`config.mk`:
```
export PLATFORM = sky130hd
export DESIGN_NAME = fbp_port
export DESIGN_NICKNAME = d
export VERILOG_FILES = /design/src/fbp_slave_ctl.v /design/src/fbp_port.v
export VERILOG_INCLUDE_DIRS = /design/src
export SDC_FILE = /design/constraint.sdc
export NUM_CORES = 1
export LEC_CHECK = 0
export ABC_AREA = 1
export BUFFER_PORTS_ARGS = -buffer_cell sky130_fd_sc_hd__buf_2
export CAP_MARGIN = 20
export CORE_ASPECT_RATIO = 1.5
export CORE_MARGIN = 3
export CORE_UTILIZATION = 40
export CTS_BUF_LIST = sky130_fd_sc_hd__clkbuf_8
export DETAILED_ROUTE_END_ITERATION = 8
export PLACE_DENSITY = 0.75
export RECOVER_POWER = 100
export SYNTH_ARGS = -nofsm -noshare
export SYNTH_HDL_FRONTEND = slang
export SYNTH_HIERARCHICAL = 1
export SYNTH_SLANG_ARGS = --single-unit
```
`constraint.sdc`:
```
create_clock -name clock_in -period 1.1 [get_ports clock_in]
set_input_delay 0.11 -clock clock_in [delete_from_list [all_inputs] [get_ports clock_in]]
set_output_delay 0.11 -clock clock_in [all_outputs]
set_load 0.01 [all_outputs]
```
`src/fbp_defines.vh`:
```
// register offsets, field positions, reset values for the four-bit port
// assumes inclusion by bare name from the design files
`ifndef FBP_DEFINES_VH
`define FBP_DEFINES_VH
`define FBP_ADDR_W 2
`define FBP_OFS_PIN 2'h0
`define FBP_OFS_LAT 2'h1
`define FBP_OFS_DIR 2'h2
`define FBP_OFS_SLV 2'h3
`define FBP_BIT_IBF 7
`define FBP_BIT_OBF 6
`define FBP_BIT_INPUT_OVERFLOW_FLAG 5
`define FBP_BIT_PSP 4
`define FBP_DIR_RESET 3'h7
`define FBP_LAT_RESET 3'h0
`define FBP_SLV_RESET 8'h00
`endif

```
`src/fbp_slave_ctl.v`:
```
// slave port strobe decoder: detects end of external writes, start and end of external reads
// assumes strobes are synchronous to clock_in and active low
`default_nettype none
module fbp_slave_ctl (
  // clock and reset
  input wire clock_in,
  input wire srst_in,
  // strobes
  input wire enable_in,
  input wire rd_n_in,
  input wire wr_n_in,
  input wire cs_n_in,
  // events
  output reg wr_end_out,
  output reg rd_start_out,
  output reg rd_end_out
);
  reg wr_act_reg;
  reg rd_act_reg;
  wire wr_low;
  wire rd_low;
  assign wr_low = enable_in & ~cs_n_in & ~wr_n_in;
  assign rd_low = enable_in & ~cs_n_in & ~rd_n_in;
  always @(posedge clock_in) begin
    if (srst_in) begin
      wr_act_reg <= 1'b0;
      rd_act_reg <= 1'b0;
      wr_end_out <= 1'b0;
      rd_start_out <= 1'b0;
      rd_end_out <= 1'b0;
    end else begin
      wr_act_reg <= wr_low;
      rd_act_reg <= rd_low;
      wr_end_out <= wr_act_reg & ~wr_low; // RULE20
      rd_start_out <= rd_low & ~rd_act_reg; // RULE21
      rd_end_out <= rd_act_reg & ~rd_low;
    end
  end
endmodule // fbp_slave_ctl
`default_nettype wire

```
`src/fbp_port.v`:
```
// four-bit port: pins, output latch, direction and slave status register
// assumes a one-cycle register port master and synchronous pin inputs
//
// Operation
// [RULE1] wide variant has four bits, three with own direction
// [RULE2] analog-selected pins read zero in pin data
// [RULE3] direction one tristates driver, pin is input
// [RULE4] direction zero drives latch onto the pin
// [RULE5] direction still governs drivers in analog mode
// [RULE6] software keeps analog pins as inputs
// [RULE7] after reset three pins are analog inputs
// [RULE8] latch register reads back latch, not pin level
// [RULE9] master clear enable zero makes fourth pin a plain input
// [RULE10] small variant has only the fourth input bit
// [RULE11] pin data bit 3 exists only with master clear disabled
// [RULE12] status resets 7:4 zero, 2:0 one; bit 3 zero; 7,6 read-only
// [RULE13] bit 7 set while received word unread
// [RULE14] bit 6 set while written word not yet read externally
// [RULE15] bit 5 set on overrun write, cleared only by software
// [RULE16] bit 4 selects slave port mode
// [RULE17] slave mode uses pins 0,1,2 as read, write, chip select
// [RULE18] output pin keeps driving latch when analog selected
// [RULE19] pin data bits 7:4 read zero, 3:0 are the pins
// [RULE20] external write ends on strobe high, sets input full and irq
// [RULE21] external read outputs data and clears output full
// [RULE22] analog select comes from configuration input, gates inputs
`include "fbp_defines.vh"
`default_nettype none
module fbp_port #(
  parameter WIDE_VARIANT = 1
) (
  // clock and reset
  input wire clock_in,
  input wire srst_in,
  // register port
  input wire [`FBP_ADDR_W-1:0] reg_addr_in,
  input wire [7:0] reg_wdata_in,
  input wire reg_wr_in,
  input wire reg_rd_in,
  output reg [7:0] reg_rdata_out,
  // configuration
  input wire master_clear_enable_cfg_in,
  input wire [2:0] analog_select_in,
  // pins
  input wire [2:0] pin_in,
  output reg [2:0] pin_out,
  output reg [2:0] pin_oe_n_out,
  input wire fourth_input_pin_in,
  output reg master_clear_out,
  // slave port side
  input wire slave_data_wr_in,
  output reg slave_port_irq_flag_out,
  output reg slave_drive_out
);
  reg [2:0] latch_reg;
  reg [2:0] dir_reg;
  reg input_full_flag_reg;
  reg output_full_flag_reg;
  reg input_overflow_flag_reg;
  reg slave_port_select_reg;
  reg [7:0] rdata_next;
  wire [3:0] pin_data;
  wire [7:0] status_val;
  wire slave_en;
  wire wr_end;
  wire rd_start;
  wire rd_end;
  wire wr_pin;
  wire wr_lat;
  wire wr_dir;
  wire wr_slv;
  wire rd_slv;
  genvar i;

  function sel;
    input [`FBP_ADDR_W-1:0] a;
    input [`FBP_ADDR_W-1:0] ofs;
    begin
      sel = (a == ofs);
    end
  endfunction

  ////////////////////////////////////////////////////////////////////
  // decode
  assign wr_pin = reg_wr_in & sel(reg_addr_in, `FBP_OFS_PIN);
  assign wr_lat = reg_wr_in & sel(reg_addr_in, `FBP_OFS_LAT);
  assign wr_dir = reg_wr_in & sel(reg_addr_in, `FBP_OFS_DIR);
  assign wr_slv = reg_wr_in & sel(reg_addr_in, `FBP_OFS_SLV);
  assign rd_slv = reg_rd_in & sel(reg_addr_in, `FBP_OFS_SLV);

  ////////////////////////////////////////////////////////////////////
  // pin input path
  generate
    for (i = 0; i < 3; i = i + 1) begin : g_pin
      // analog select gates digital input
      assign pin_data[i] = (WIDE_VARIANT != 0) &
        ~analog_select_in[i] & pin_in[i]; // RULE2 RULE22 RULE1 RULE10
    end
  endgenerate
  assign pin_data[3] = ~master_clear_enable_cfg_in &
    fourth_input_pin_in; // RULE9 RULE11

  // slave mode needs all three pins as inputs
  assign slave_en = (WIDE_VARIANT != 0) & slave_port_select_reg &
    (&dir_reg); // RULE16 RULE17

  fbp_slave_ctl u_slave_ctl (
    .clock_in(clock_in),
    .srst_in(srst_in),
    .enable_in(slave_en),
    .rd_n_in(pin_in[0]),
    .wr_n_in(pin_in[1]),
    .cs_n_in(pin_in[2]),
    .wr_end_out(wr_end),
    .rd_start_out(rd_start),
    .rd_end_out(rd_end)
  ); // RULE17

  ////////////////////////////////////////////////////////////////////
  // registers
  always @(posedge clock_in) begin
    if (srst_in) begin
      latch_reg <= `FBP_LAT_RESET;
      dir_reg <= `FBP_DIR_RESET; // RULE7 RULE12
      slave_port_select_reg <= 1'b0; // RULE12
    end else begin
      if (wr_pin | wr_lat)
        latch_reg <= reg_wdata_in[2:0]; // RULE8
      if (wr_dir) begin
        dir_reg <= reg_wdata_in[2:0];
        slave_port_select_reg <= reg_wdata_in[`FBP_BIT_PSP]; // RULE16
      end
    end
  end

  // status flags: set wins over clear; output full is set by software and cleared by hardware
  always @(posedge clock_in) begin
    if (srst_in) begin
      input_full_flag_reg <= 1'b0;
      output_full_flag_reg <= 1'b0;
      input_overflow_flag_reg <= 1'b0;
      slave_port_irq_flag_out <= 1'b0;
    end else begin
      if (wr_end)
        input_full_flag_reg <= 1'b1; // RULE13 RULE20
      else if (rd_slv)
        input_full_flag_reg <= 1'b0; // RULE13
      if (wr_slv & slave_en)
        output_full_flag_reg <= 1'b1; // RULE14
      else if (rd_start)
        output_full_flag_reg <= 1'b0; // RULE14 RULE21
      if (wr_end & input_full_flag_reg)
        input_overflow_flag_reg <= 1'b1; // RULE15
      else if (wr_dir & ~reg_wdata_in[`FBP_BIT_INPUT_OVERFLOW_FLAG])
        input_overflow_flag_reg <= 1'b0; // RULE15
      slave_port_irq_flag_out <= wr_end | rd_end; // RULE20
    end
  end

  ////////////////////////////////////////////////////////////////////
  // pin drivers and side outputs
  always @(posedge clock_in) begin
    if (srst_in) begin
      pin_out <= `FBP_LAT_RESET;
      pin_oe_n_out <= 3'h7;
      master_clear_out <= 1'b0;
      slave_drive_out <= 1'b0;
    end else begin
      // direction wins regardless of analog select
      pin_out <= latch_reg; // RULE4 RULE18
      pin_oe_n_out <= (WIDE_VARIANT != 0) ? dir_reg :
        3'h7; // RULE3 RULE5
      master_clear_out <= master_clear_enable_cfg_in &
        ~fourth_input_pin_in; // RULE9
      if (rd_start)
        slave_drive_out <= 1'b1; // RULE21
      else if (rd_end | ~slave_en)
        slave_drive_out <= 1'b0;
    end
  end

  ////////////////////////////////////////////////////////////////////
  // read mux
  assign status_val = {input_full_flag_reg, output_full_flag_reg,
    input_overflow_flag_reg, slave_port_select_reg, 1'b0,
    dir_reg}; // RULE12

  always @* begin
    rdata_next = 8'h00;
    if (reg_rd_in) begin
      case (reg_addr_in)
        `FBP_OFS_PIN: rdata_next = {4'h0, pin_data}; // RULE19
        `FBP_OFS_LAT: rdata_next = {5'h00, latch_reg}; // RULE8
        `FBP_OFS_DIR: rdata_next = status_val;
        `FBP_OFS_SLV: rdata_next = {7'h00, slave_data_wr_in};
        default: rdata_next = 8'h00;
      endcase
    end
  end

  always @(posedge clock_in) begin
    if (srst_in)
      reg_rdata_out <= 8'h00;
    else
      reg_rdata_out <= rdata_next;
  end
endmodule // fbp_port
`default_nettype wire

```
==> results.ini <==
[detailed_routing]
drtIter0Drc = 19
top_layer_used = met4
routed_via_density = 4.59
wire_per_inst_um = 11.3
wl_met3_um = 156
dr.pass1.iters = 4
ant_nets = 0
met2RoutedLength_um = 1240
drt-total-wl_um = 2480
post-route-drc-count = 0
wl_met1_um = 969
vias = 1005

[layout]
final_nets = 204
syn_to_final_growth_pct = 29.4
final_cells = 219
final_area_um2 = 1500
top_register = reg_rdata_out
diodes = 0
largest_reg_flops = 8
layout-drive-gt1-share_pct = 22.0

[clock_tree]
cts.reportedPaths.clkPinSlew_ns = 0.06
cts_buffers = 5
cts_tree = done
htreeDepth = 2
cts_buffer_depth = 2
clock_sinks = 32
insertion_delay_ns = 0.28
postCtsSetupRepairBufs = 0
root_buffer = clkbuf_8
cts_resized = 0

[setup_path]
crit_required_ns = 1.32
worstSetupStartpointType = register
critPathArrivalTime_ns = 1.23
cp-end-kind = register
r2r_setup_slack_ns = 0.1
timing.rr.end = u_slave_ctl/rd_start_out
r2r_cells = 7
crit_fanout = 5
r2r_start = dir_reg[0]
critPathKind = register to register

[die]
die_h_um = 72.0
start_util_pct = 42.5
dieArea_um2 = 3600
ios = 40
die_x_um = 50.0
coreArea_um2 = 2730
num_rows = 23

[sta]
fmax_mhz = 999
clock-skew-final_ns = 0.00482
setup_ws_ns = 0.0991
hold_viol = 0
min_period_over_period_pct = 91.0
period_needed_ns = 1.00
finalSetupTns_ns = 0
worstMarginPinSlew_ns = 0.257
slew_viol_final = 0
slew-limit-headroom_pct = 82.7
finalSetupViolCount = 0
rsz0062_at_grt = no

[synthesis]
synth_area_um2 = 1160
synthTopCellsByCount = 32 x dfxtp_1, 25 x inv_1, 15 x nand2_1
synth_top_area_share_pct = 55.1
syn_nets = 159
synth_cell_type_count = 22
yosysMostFrequentCell = dfxtp_1
ys_seq_elements = 32
syn_avg_cell_area_um2 = 8.55
synth.area.top_cells = dfxtp_1 55%, inv_1 8.1%, nand3_1 5.2%
yosysSeqAreaShare_pct = 55.1
synth-async-reset-ratio_pct = 0
synth_top_area_cell = dfxtp_1
synth-edff-count = 0
postSynthCellCount = 136
ys.flop_type = dfxtp_1
yosys_warnings = 6

[pwr]
fin_total_pwr_mw = 2.60
vdd_drop_max_mv = 1.30
leakagePower_nw = 0.703
p_per_area_nw_per_um2 = 1730

[global_route]
grt_antenna_before_repair = 0
grt_pass1_wl_um = 4060
grt_pass1_vias = 990
grtUsageTotal_pct = 15.4
grt_max_degree = 12
grt_overflow_total = 0

[place]
port_buffers = 36
dp_hpwl_um = 1930
detailedPlace.worstSlack_ns = 0.107
gp_congestion = 0.849
dpl_cell_area_um2 = 1390
dp.cells = 210

[min_path]
whs_path_depth = 4
min_to = master_clear_out
min_from = fourth_input_pin_in
hold_class = input pin to register

[status]
status = complete, no violations

[job]
max_cap_violations = 0

[report_power, final]
part           total, mW  internal (mW)  switching, mW
clock               1.20          0.798          0.406
sequential          1.20           1.19         0.0125
combinational      0.195         0.0749          0.120
[per-layer routing]
layer	GRT usage [%]	up-vias
li1	-	515
met1	15.2	442
met2	26.2	39
met3	4.11	9
met4	12.9	0
met5	0	-
[worst max path at each step]
| stage | from | end | cells past startpoint |
|---|---|---|---|
| 2_1_floorplan | slave_port_select_reg | u_slave_ctl/rd_start_out | 6 |
| 3_3_place_gp | dir_reg[0] | u_slave_ctl/rd_start_out | 7 |
| 3_5_place_dp | slave_port_select_reg | u_slave_ctl/rd_start_out | 7 |
| 4_1_cts | slave_port_select_reg | u_slave_ctl/rd_start_out | 7 |
| 5_1_grt | dir_reg[0] | u_slave_ctl/rd_start_out | 7 |
| 6_report | dir_reg[0] | u_slave_ctl/rd_start_out | 7 |
[final cells by class]
cell class              count  area (um2)
repair buffers             40         191
clock inverters             1        30.0
multi-input cells          75         398
well taps                  37        46.3
fillers                   271        1230
inverters                  27         101
flip-flops and latches     32         641
clock buffers               7        96.3
[layout by cell type (no fill, tap or decap), types with 2 or more instances in the layout]
master	Yosys	routed
a21oi_1	8	8
buf_2	0	19
buf_4	1	3
clkbuf_1	0	17
clkbuf_8	0	7
dfxtp_1	32	32
inv_1	25	25
inv_2	2	2
nand2_1	15	15
nand2_2	2	2
nand2_4	2	2
nand3_1	12	12
nor2_1	13	13
nor2_2	2	2
nor3_1	4	4
nor3b_1	4	4
o211ai_1	3	3
o21ai_0	3	6
[critical path: stages, from the launching register on]
cell and delay, ns:
dfxtp_1 0.35, nand2_1 0.06, nor2_1 0.09, buf_4 0.14, inv_1 0.05, nor2_2 0.09, nand3_2 0.08, nor2_2 0.07
[cell families (layout without fill, tap and decap cells)]
family / after synthesis / after routing / share of synthesized area, %
simple gates: 58 / 58 / 26.3
flops: 32 / 32 / 55.1
buf+inv: 29 / 75 / 10.3
compound gates: 17 / 17 / 8.29
[per-stage QoR]
stage	utilization (%)	hold slack [ns]
final	55.0	0.0667
after global routing	55.0	0.0796
after CTS	55.9	0.0643
after detailed placement	50.9	0.301
after global placement	50.9	0.293
after floorplan	-	0.182
[what timing repair did]
item | CTS | global route
hold endpoints to repair | 1 | 0
endpoints found under the setup margin | 0 | 0
hold buffers | 1 | 0
Power figures use the tool's default switching activity.
